[src/rtl/psmcr_params.svh]
// Register offsets, field positions, reset values and timing counts for the PHY status and MMD control bank.
`ifndef PSMCR_PARAMS_SVH
`define PSMCR_PARAMS_SVH

// Management register offsets.
`define PSMCR_OFF_GEN_STATUS   5'h0A
`define PSMCR_OFF_MMD_CTRL     5'h0D
`define PSMCR_OFF_MMD_ADDR     5'h0E
`define PSMCR_OFF_GIG_ABILITY  5'h0F
`define PSMCR_OFF_PHY_CTRL     5'h10

// Reset values and the fixed gigabit ability value.
`define PSMCR_RST_GEN_STATUS   16'h0000
`define PSMCR_RST_MMD_CTRL     16'h0000
`define PSMCR_RST_MMD_ADDR     16'h0000
`define PSMCR_VAL_GIG_ABILITY  16'hF000
`define PSMCR_RST_PHY_CTRL     16'h5048

// MMD access control fields.
`define PSMCR_FN_HI            15
`define PSMCR_FN_LO            14
`define PSMCR_DEV_HI           4
`define PSMCR_DEV_LO           0

// PHY specific control fields.
`define PSMCR_TXD_HI           15
`define PSMCR_TXD_LO           14
`define PSMCR_RXD_HI           13
`define PSMCR_RXD_LO           12
`define PSMCR_FORCE_LINK       10
`define PSMCR_PWR_HI           9
`define PSMCR_PWR_LO           8
`define PSMCR_XO_HI            6
`define PSMCR_XO_LO            5
`define PSMCR_CLK_OFF          4
`define PSMCR_LD_INV           1
`define PSMCR_JAB_OFF          0

// Cycles the strap is watched after reset before it is taken.
`define PSMCR_STRAP_WAIT       2'h3

`endif

[src/rtl/psmcr_pkg.sv]
// Types shared by the PHY status and MMD control register bank.
package psmcr_pkg;

    // MMD function field codes.
    typedef enum logic [1:0] {
        PSMCR_FN_ADDR    = 2'h0,
        PSMCR_FN_DATA    = 2'h1,
        PSMCR_FN_INC_RW  = 2'h2,
        PSMCR_FN_INC_WR  = 2'h3
    } psmcr_fn_t;

    // Crossover mode, one-hot.
    typedef enum logic [2:0] {
        PSMCR_XO_MDI  = 3'h1,
        PSMCR_XO_MDIX = 3'h2,
        PSMCR_XO_AUTO = 3'h4
    } psmcr_xo_t;

    // Status from the PHY core, same clock.
    typedef struct packed {
        logic ms_fault_event;   // Pulse: master/slave fault seen.
        logic ms_master;        // Level: resolved to master.
        logic local_ok;         // Level: local receiver OK.
        logic remote_ok;        // Level: remote receiver OK.
        logic lp_full;          // Level: partner gig full duplex.
        logic lp_half;          // Level: partner gig half duplex.
        logic idle_err;         // Pulse: one idle error.
        logic speed_1g;         // Level: running at 1G.
        logic link_up;          // Level: normal link status.
        logic mirror_mode;      // Level: mirror mode active.
        logic sgmii_mode;       // Level: SGMII in use.
        logic gmii_mode;        // Level: GMII in use.
    } psmcr_core_t;

    // Decoded configuration toward the PHY core.
    typedef struct packed {
        logic [3:0] tx_depth;   // Transmit FIFO depth.
        logic       tx_en;      // Transmit FIFO in use.
        logic [3:0] rx_depth;   // Receive FIFO depth.
        logic       rx_en;      // Receive FIFO in use.
        logic       link_good;  // Link status shown to core.
        logic [1:0] power_save; // Power saving state.
        psmcr_xo_t  crossover;  // Crossover mode.
        logic       ref_clk_en; // Reference clock output runs.
        logic       ld_invert;  // Line driver inversion.
        logic       jabber_en;  // Jabber detection active.
    } psmcr_cfg_t;

    // Indirect MMD access toward the extended register set.
    typedef struct packed {
        logic [4:0]  device;    // Selected MMD.
        logic [15:0] addr;      // Held register address.
        logic [15:0] acc_addr;  // Address of the strobed access.
        logic [15:0] wdata;     // Write data.
        logic        addr_wr;   // Pulse: address loaded.
        logic        data_wr;   // Pulse: data write.
        logic        data_rd;   // Pulse: data read.
    } psmcr_mmd_t;

endpackage

[src/rtl/psmcr_regs.sv]
// PHY status, MMD indirect access and Phy_specific_control registers.
`timescale 1ns/1ps
`include "psmcr_params.svh"
// Behaviour
// - master/slave fault latches high, read clears
// - bit 14 shows master/slave resolution
// - bits 13 and 12 show receiver health
// - bits 11, 10 show partner gig abilities
// - idle error counter in bits 7-0
// - device field steers address/data accesses
// - function field decodes four access modes
// - function 00 maps address, else data
// - gigabit ability register reads fixed F000h
// - transmit FIFO depth from control, used with GMII at 1G or SGMII
// - receive FIFO depth, used only with SGMII
// - force link good at 1G
// - power saving state from bits 9-8
// - crossover from bits 6-5, strap reset
// - bit 1 inverts driver except mirror
// - bit 0 disables jabber detection
module psmcr_regs (
    input  wire logic               clock_in,       // Management clock.
    input  wire logic               nrst_in,        // Asynchronous reset, active low.
    input  wire logic [4:0]         reg_addr_in,    // Register number of a frame.
    input  wire logic               reg_wr_in,      // Pulse: write request.
    input  wire logic               reg_rd_in,      // Pulse: read request.
    input  wire logic [15:0]        reg_wdata_in,   // Write data.
    output logic      [15:0]        reg_rdata_out,  // Read data.
    output logic                    reg_ack_out,    // Pulse: request done.
    input  wire psmcr_pkg::psmcr_core_t core_in,    // Core status.
    input  wire logic [1:0]         xo_strap_in,    // Crossover strap pins.
    input  wire logic [15:0]        mmd_rdata_in,   // Extended register data.
    output psmcr_pkg::psmcr_mmd_t   mmd_out,        // Extended register access.
    output psmcr_pkg::psmcr_cfg_t   cfg_out         // Decoded configuration.
);
    import psmcr_pkg::*;

    // All state of the bank.
    typedef struct packed {
        logic        fault;     // Latched fault flag.
        logic [7:0]  idle_cnt;  // Idle error count.
        psmcr_fn_t   func;      // MMD function.
        logic [15:0] ctrl;      // Phy_specific_control word.
        logic [15:0] rdata;     // Read answer.
        logic        ack;       // Answer strobe.
        psmcr_mmd_t  mmd;       // MMD access port.
        psmcr_cfg_t  cfg;       // Decoded configuration.
        logic [1:0]  strap1;    // Strap sync stage one.
        logic [1:0]  strap2;    // Strap sync stage two.
        logic [1:0]  strap3;    // Strap sync stage three.
        logic [1:0]  strap_cnt; // Cycles since release.
        logic        strap_done;// Strap has been taken.
    } psmcr_state_t;

    psmcr_state_t state_reg;    // Registered state.
    psmcr_state_t state_next;   // Next state.

    // Maps a two-bit FIFO depth code to a byte count.
    function automatic logic [3:0] depth_of(input logic [1:0] code);
        logic [3:0] d;
        d = 4'h4;
        case (code)
            2'h0: d = 4'h3;
            2'h1: d = 4'h4;
            2'h2: d = 4'h6;
            default: d = 4'h8;
        endcase
        return d;
    endfunction

    // Next-state logic for the whole bank.
    always_comb begin
        state_next = state_reg;
        // Strobes last one cycle.
        state_next.ack = 1'b0;
        state_next.mmd.addr_wr = 1'b0;
        state_next.mmd.data_wr = 1'b0;
        state_next.mmd.data_rd = 1'b0;

        // The strap pins pass three flops.
        state_next.strap1 = xo_strap_in;
        state_next.strap2 = state_reg.strap1;
        state_next.strap3 = state_reg.strap2;
        // The strap is taken once, after release, when stages agree.
        if (!state_reg.strap_done) begin
            if (state_reg.strap_cnt != `PSMCR_STRAP_WAIT) begin
                state_next.strap_cnt = state_reg.strap_cnt + 2'h1;
            end else if (state_reg.strap2 == state_reg.strap3) begin
                state_next.ctrl[`PSMCR_XO_HI:`PSMCR_XO_LO] = state_reg.strap3;
                state_next.strap_done = 1'b1;
            end
        end

        // The idle error counter saturates rather than wrapping.
        if (core_in.idle_err && state_reg.idle_cnt != 8'hFF) begin
            state_next.idle_cnt = state_reg.idle_cnt + 8'h01;
        end

        // A write wins over a read offered in the same cycle.
        if (reg_wr_in) begin
            state_next.ack = 1'b1;
            case (reg_addr_in)
                // Function and device select; reserved bits drop.
                `PSMCR_OFF_MMD_CTRL: begin
                    state_next.func = psmcr_fn_t'(reg_wdata_in[`PSMCR_FN_HI:`PSMCR_FN_LO]);
                    state_next.mmd.device = reg_wdata_in[`PSMCR_DEV_HI:`PSMCR_DEV_LO];
                end
                // Address or data, by function.
                `PSMCR_OFF_MMD_ADDR: begin
                    state_next.mmd.wdata = reg_wdata_in;
                    if (state_reg.func == PSMCR_FN_ADDR) begin
                        state_next.mmd.addr = reg_wdata_in;
                        state_next.mmd.addr_wr = 1'b1;
                    end else begin
                        state_next.mmd.acc_addr = state_reg.mmd.addr;
                        state_next.mmd.data_wr = 1'b1;
                        // Both increment modes advance on write.
                        if (state_reg.func[1]) begin
                            state_next.mmd.addr = state_reg.mmd.addr + 16'h0001;
                        end
                    end
                end
                // Control word; all bits are writable.
                `PSMCR_OFF_PHY_CTRL: begin
                    state_next.ctrl = reg_wdata_in;
                end
                // Read-only or unmapped: ignored.
                default: begin
                end
            endcase
        end else if (reg_rd_in) begin
            state_next.ack = 1'b1;
            case (reg_addr_in)
                // General status; the read clears the fault latch.
                `PSMCR_OFF_GEN_STATUS: begin
                    state_next.rdata = {state_reg.fault, core_in.ms_master,
                                        core_in.local_ok, core_in.remote_ok,
                                        core_in.lp_full, core_in.lp_half,
                                        2'h0, state_reg.idle_cnt};
                    state_next.fault = 1'b0;
                end
                // Access control with reserved bits as zero.
                `PSMCR_OFF_MMD_CTRL: begin
                    state_next.rdata = {state_reg.func, 9'h000, state_reg.mmd.device};
                end
                // Address or data, by function.
                `PSMCR_OFF_MMD_ADDR: begin
                    if (state_reg.func == PSMCR_FN_ADDR) begin
                        state_next.rdata = state_reg.mmd.addr;
                    end else begin
                        state_next.rdata = mmd_rdata_in;
                        state_next.mmd.acc_addr = state_reg.mmd.addr;
                        state_next.mmd.data_rd = 1'b1;
                        // Only the read-and-write mode advances on read.
                        if (state_reg.func == PSMCR_FN_INC_RW) begin
                            state_next.mmd.addr = state_reg.mmd.addr + 16'h0001;
                        end
                    end
                end
                // Fixed gigabit abilities.
                `PSMCR_OFF_GIG_ABILITY: begin
                    state_next.rdata = `PSMCR_VAL_GIG_ABILITY;
                end
                // Control word.
                `PSMCR_OFF_PHY_CTRL: begin
                    state_next.rdata = state_reg.ctrl;
                end
                // Unmapped registers read as zero.
                default: begin
                    state_next.rdata = 16'h0000;
                end
            endcase
        end

        // A fault in the clearing cycle still latches.
        if (core_in.ms_fault_event) begin
            state_next.fault = 1'b1;
        end

        // Decode the control word for the core.
        state_next.cfg.tx_depth = depth_of(state_reg.ctrl[`PSMCR_TXD_HI:`PSMCR_TXD_LO]);
        state_next.cfg.tx_en = (core_in.speed_1g && core_in.gmii_mode) || core_in.sgmii_mode;
        state_next.cfg.rx_depth = depth_of(state_reg.ctrl[`PSMCR_RXD_HI:`PSMCR_RXD_LO]);
        state_next.cfg.rx_en = core_in.sgmii_mode;
        state_next.cfg.link_good = core_in.link_up ||
                                   (state_reg.ctrl[`PSMCR_FORCE_LINK] && core_in.speed_1g);
        state_next.cfg.power_save = state_reg.ctrl[`PSMCR_PWR_HI:`PSMCR_PWR_LO];
        // Codes 2 and 3 both select automatic crossover.
        case (state_reg.ctrl[`PSMCR_XO_HI:`PSMCR_XO_LO])
            2'h0: state_next.cfg.crossover = PSMCR_XO_MDI;
            2'h1: state_next.cfg.crossover = PSMCR_XO_MDIX;
            default: state_next.cfg.crossover = PSMCR_XO_AUTO;
        endcase
        state_next.cfg.ref_clk_en = !state_reg.ctrl[`PSMCR_CLK_OFF];
        state_next.cfg.ld_invert = state_reg.ctrl[`PSMCR_LD_INV] && !core_in.mirror_mode;
        state_next.cfg.jabber_en = !state_reg.ctrl[`PSMCR_JAB_OFF];
    end

    // State register; reset loads constants only.
    always_ff @(posedge clock_in or negedge nrst_in) begin
        if (!nrst_in) begin
            state_reg <= '0;
            state_reg.ctrl <= `PSMCR_RST_PHY_CTRL;
            state_reg.cfg.tx_depth <= 4'h4;
            state_reg.cfg.rx_depth <= 4'h4;
            state_reg.cfg.crossover <= PSMCR_XO_AUTO;
            state_reg.cfg.ref_clk_en <= 1'b1;
            state_reg.cfg.jabber_en <= 1'b1;
        end else begin
            state_reg <= state_next;
        end
    end

    // Outputs come straight from the state register.
    assign reg_rdata_out = state_reg.rdata;
    assign reg_ack_out = state_reg.ack;
    assign mmd_out = state_reg.mmd;
    assign cfg_out = state_reg.cfg;
endmodule

[config.mk]
export PLATFORM = sky130hd
export DESIGN_NAME = psmcr_regs
export DESIGN_NICKNAME = d
export VERILOG_FILES = /design/src/rtl/psmcr_pkg.sv /design/src/rtl/psmcr_regs.sv
export VERILOG_INCLUDE_DIRS = /design/src /design/src/rtl
export SDC_FILE = /design/constraint.sdc
export NUM_CORES = 1
export LEC_CHECK = 0
export ABC_AREA = 1
export BUFFER_PORTS_ARGS = -buffer_cell sky130_fd_sc_hd__clkbuf_2
export CAP_MARGIN = 30
export CORE_MARGIN = 2
export CORE_UTILIZATION = 40
export CTS_CLUSTER_DIAMETER = 80
export DETAILED_ROUTE_END_ITERATION = 16
export GPL_ROUTABILITY_DRIVEN = 0
export HOLD_SLACK_MARGIN = 0.1
export PLACE_DENSITY = 0.69
export SLEW_MARGIN = 10
export SYNTH_ARGS = -nofsm -noshare
export SYNTH_HDL_FRONTEND = slang
export SYNTH_SLANG_ARGS = --single-unit
[constraint.sdc]
create_clock -name clock_in -period 1.52 [get_ports clock_in]
set_clock_uncertainty 0.05 [all_clocks]
set_input_delay 0.38 -clock clock_in [delete_from_list [all_inputs] [get_ports clock_in]]
set_output_delay 0.38 -clock clock_in [all_outputs]
set_load 0.01 [all_outputs]
; ---- Word-level counts from Yosys, hierarchy flattened
; Cells that the tools add are included.
[classes]
shift = 0
n_mul = 0
n_div = 0
n_reduce_logical = 25
add_sub_neg = 3
n_eq_ne = 17
mux = 34
bitwise = 3
n_lt_le_gt_ge = 0
[op_table]
columns = cell, n
row1 = $mux W32, 4
row2 = $mux W16, 5
row3 = $pmux W16 S5, 1
row4 = $mux W50, 1
row5 = $pmux W4 S3, 2
row6 = $eq A5 B4 Y1 const B, 4
row7 = $add A16 B1 Y16 const B, 1
row8 = $mux W1, 14
row9 = $mux W7, 2
row10 = $reduce_and A2 Y1, 5
row11 = $add A8 B1 Y8 const B, 1
row12 = $logic_not A2 Y1, 4
row13 = $mux W2, 4
row14 = $ne A8 B8 Y1 const B, 1
row15 = $reduce_bool A2 Y1, 4
row16 = $eq A2 B1 Y1 const B, 3
row17 = $eq A2 B2 Y1 const B, 3
row18 = $pmux W3 S2, 1
row19 = $reduce_and A3 Y1, 2
row20 = $eq A5 B5 Y1 const B, 1
row21 = $reduce_and A5 Y1, 1
row22 = $logic_and A1 B1 Y1, 4
row23 = $ne A2 B2 Y1 const B, 2
row24 = $logic_not A1 Y1, 3
row25 = other kinds (6), 9
[word_totals]
latchBits = 0
mem_bits_ro = 0
mem_bits_rw = 0
output_inout_bits = 92
register_bits = 128
memories = 0

; ---- Longest topological paths before layout
[logic_depth]
word_depth = 6
depth_mapped = 12

; ---- Worst setup path after synthesis
; OpenSTA, ideal clock, no wires.
[synth_path]
path_kind = register to register
startpoint = register state_reg (netlist bit mmd_out[36])
endpoint = register state_reg (netlist bit mmd_out[47])
arrival_ns = 1.325
path_slack_ns = 0.032
n_path_buf = 0
required_ns = 1.357
stages_incl_launch_ff = 11
synth_period_minus_slack_ns = 1.488
path_cell_list = dfrtp_1 > ha_1 > nand2_1 > nor2_1 > nand3_1 > nand2_1 > nand2_1 > o21ai_0 > nand2_1 > nand2_1 > inv_1
[synth_via]
elab_chain_cells = 6
word_cells_on_any_way = 9
classes_between = 1 x add/sub / 8 x mux
[synth_rtl]
columns = element, line
row1 = "start, declared", psmcr_regs.sv:55  ; psmcr_state_t state_reg;
row2 = "start signal, assigned", psmcr_regs.sv:210  ; state_reg <= state_next;
row3 = $add A16 B1 Y16 *, "psmcr_regs.sv:119, psmcr_regs.sv:156"
row4 = $mux W16, psmcr_regs.sv:155  ; if (state_reg.func == PSMCR_FN_INC_RW) begin
row5 = $mux W32, psmcr_regs.sv:148  ; if (state_reg.func == PSMCR_FN_ADDR) begin
row6 = $mux W32, psmcr_regs.sv:133  ; case (reg_addr_in)
row7 = $mux W32, psmcr_regs.sv:131  ; end else if (reg_rd_in) begin
row8 = $mux W32 *, psmcr_regs.sv:100  ; if (reg_wr_in) begin
; Every way passes the cells marked *; elsewhere a longest branch is shown, timed or not. The select of a mux whose other input is x is not followed.
; A chain may end at the register's enable or synchronous reset.

; ---- Worst setup path in the final report
[layout_path]
startpoint = register state_reg (netlist bit mmd_out[40])
endpoint = output port mmd_out[40] (netlist name)
[layout_rtl]
columns = element, line
row1 = "end, declared", psmcr_regs.sv:33  ; output psmcr_pkg::psmcr_mmd_t mmd_out,
; No word-level cell between the ends.

==> key figures <==
Setup path
  • Critical R2R Launch: mmd_out[36]
  • R2R Setup Slk: 0.01 ns
  • Crit-path max FO: 5
  • Worst setup EP type: output pin
  • Crit start category: register
  • Crit Reg-Reg Endpoint: mmd_out[41]
  • Worst Setup Path Type: register to output pin
  • Reg2Reg Depth: 9
  • Critical path arrival: 1.10 ns
  • Critical path data required time: 1.09 ns
  • CP Launch Point: mmd_out[40]

Clock tree
  • CTS max path bufs: 2
  • Clock transition at path regs: 0.06 ns
  • CTS tree: built
  • Clock sinks: 128
  • Root Buffer: clkbuf_16
  • Skew-Pair Late Insertion Delay: 0.42 ns
  • TritonCTS buffer count: 17
  • H-tree depth: 4

Synthesis
  • Biggest area consumer among synthesized cells: dfrtp_1
  • Synth Warn #: 0
  • Mapped Cells: 786
  • Top cells by area, synth: dfrtp_1, nand2_1, buf_4
  • Sequential share of the synthesized area: 48.46%
  • Post-synth top area share: 44.90%
  • Syn nets: 850
  • Post-Syn Area per Cell: 8.438 um2
  • Synthesized area: 6633 um2
  • FF+latch count, synth: 128
  • Yosys cell types: 41

Global route
  • All-Layer GR Usage: 21.08%
  • Grt total ovfl: 0
  • Largest net degree at the start of global routing: 54
  • Number of global-route vias before repair: 5334
  • First-pass GRT wire length: 28280 um
  • Initial antenna violation count: 0

STA
  • Final setup margin: -0.01421 ns
  • Slew margin rel.: 74.19%
  • Final setup vio count: 2
  • Worst-margin pin slew: 0.3862 ns
  • Final slew viol count: 0
  • Fin crit share: 100.9%
  • RSZ-0062 raised after global routing: true
  • F_max: 0.6518 GHz
  • Total negative slack: -0.02089 ns
  • Final hold vios: 0
  • Min cycle time layout: 1.534 ns

Floorplanning
  • Die ar.: 17630 um2
  • Core ar.: 16410 um2
  • Row count: 47
  • Die Y: 132.8 um
  • Die W: 132.8 um
  • Top Ports: 147
  • Starting Density: 40.43%

Flow run
  • Max-cap check violation count: 0

Drt
  • Post-route ant nets: 0
  • DR pass1 iterations: 5
  • Wire per inst: 15.98 um
  • Initial drt markers: 446
  • DR vias: 5613
  • Via density: 4.835
  • Routed WL: 18550 um
  • Residual DRC: 0

Min path
  • Hold path endpoint: state_reg[127]
  • Hold depth: 3
  • Hold Startpoint: core_in[11]
  • Hold Path Class: primary input to register

Place
  • Setup WS pre-CTS: -0.1785 ns
  • Port Buf Inserts: 146
  • Detail Placement HPWL: 13740 um

Cells and area
  • Nets@finish: 992
  • Ant. Diodes: 0
  • Layout area overhead: 26.20%
  • Share of cells above drive strength 1: 35.81%
  • Largest register FFs: 56

Pwr
  • Max IR drop VDD: 0.8622 mV
  • Total power: 11.40 mW
  • Static Leak: 4.337 nW
  • Power Dens Cells: 1362 nW/um2

Outcome
  • Violated checks: negative setup slack
  • Status: complete, but fails checks
[where the power goes]
part           switching [mW]  leakage [nW]  internal, mW
Clock                    1.55         0.272          2.34
Combinational            1.69          2.47          1.26
Sequential              0.499          1.60          4.07
Total                    3.73          4.34          7.67
[layer usage]
| metal | track usage, % | vias to the layer above | routed length [um] |
|---|---|---|---|
| li1 | - | 2711 | - |
| met1 | 28.35 | 2613 | 8087 |
| met2 | 32.70 | 237 | 8525 |
| met3 | 5.517 | 52 | 1280 |
| met4 | 8.184 | 0 | 654 |
| met5 | 0 | - | 0 |
[layout by cell type (no fill, tap or decap), types with 6 or more instances in the layout]
cell	instances
nand2_1	210
clkbuf_2	139
dfrtp_1	113
buf_4	72
o21ai_0	60
inv_1	59
nor2_1	45
o21ai_1	19
nand3_1	17
clkbuf_16	17
xor2_1	16
a21oi_1	15
o31ai_1	14
nand2_2	13
buf_6	12
a21oi_2	9
dfstp_2	9
inv_2	7
nor2_2	7
ha_1	7
dlygate4sd3_1	6
dfrtp_2	6
[final cells by class]
type | count | area [um2]
clock buffers | 20 | 456.7
clock inverters | 12 | 111.4
fillers | 1525 | 8036
inverters | 71 | 286.5
multi-input cells | 474 | 2476
flip-flops and latches | 128 | 3222
well taps | 220 | 275.3
repair buffers | 235 | 1536
repair inverters | 1 | 6.256
[worst max path at each step]
stage,to,slack (ns),depth (start not counted)
final,mmd_out[40],-0.01,2
after global routing,mmd_out[49],-0.10,10
after CTS,mmd_out[36],-0.06,2
after detailed placement,mmd_out[26],-0.18,9
after global placement,reg_rdata_out[3],-0.14,11
after floorplan,mmd_out[47],0.03,10
[cells in the mapped netlist, drive strengths merged]
cell type  number
xnor2           2
o2bb2ai         1
nor3            3
inv            68
nand4           5
xor2           17
o21ai          82
a21o            2
a31oi           1
dfrtp         119
nor2           57
o31ai          14
o22ai           2
nand2         226
o211ai          5
ha              9
mux2            1
clkbuf         10
clkinv          3
a21oi          24
nand3          21
buf           104
dfstp           9
o2111ai         1
[metrics by stage]
stage	area, um2	utilization (%)	cells	hold WS [ns]
2_1_floorplan	6633	-	786	0.03441
3_3_place_gp	7420	45.22	1107	0.1935
3_5_place_dp	7420	45.22	1107	0.1933
4_1_cts	8118	49.48	1151	0.1021
5_1_grt	8371	51.02	1161	0.1047
6_report	8371	51.02	1161	0.1143
[worst max-delay path, cell delays in order (launching register included)]
cell	delay (ns)
dfrtp_2	0.44
buf_6	0.13
buf_6	0.11
[logic make-up after synthesis]
kind of cell / count (synthesis) / share of synthesized area (%)
mux: 1 / 0.1698
fa+ha+maj: 9 / 1.698
flops: 128 / 48.46
xor+xnor: 19 / 2.509
compound gates: 132 / 11.38
buf+inv: 185 / 16.20
simple gates: 312 / 19.58
[what timing repair did]
action / CTS / global route
hold buffers: 6 / 0
endpoints found under the setup margin: 15 / 33
cloned: 0 / 2
hold endpoints to repair: 125 / 0
buffers inserted: 6 / 8
pin swaps: 0 / 19
gates resized for setup: 11 / 67
No activity file was read; power rests on OpenSTA's default activity.
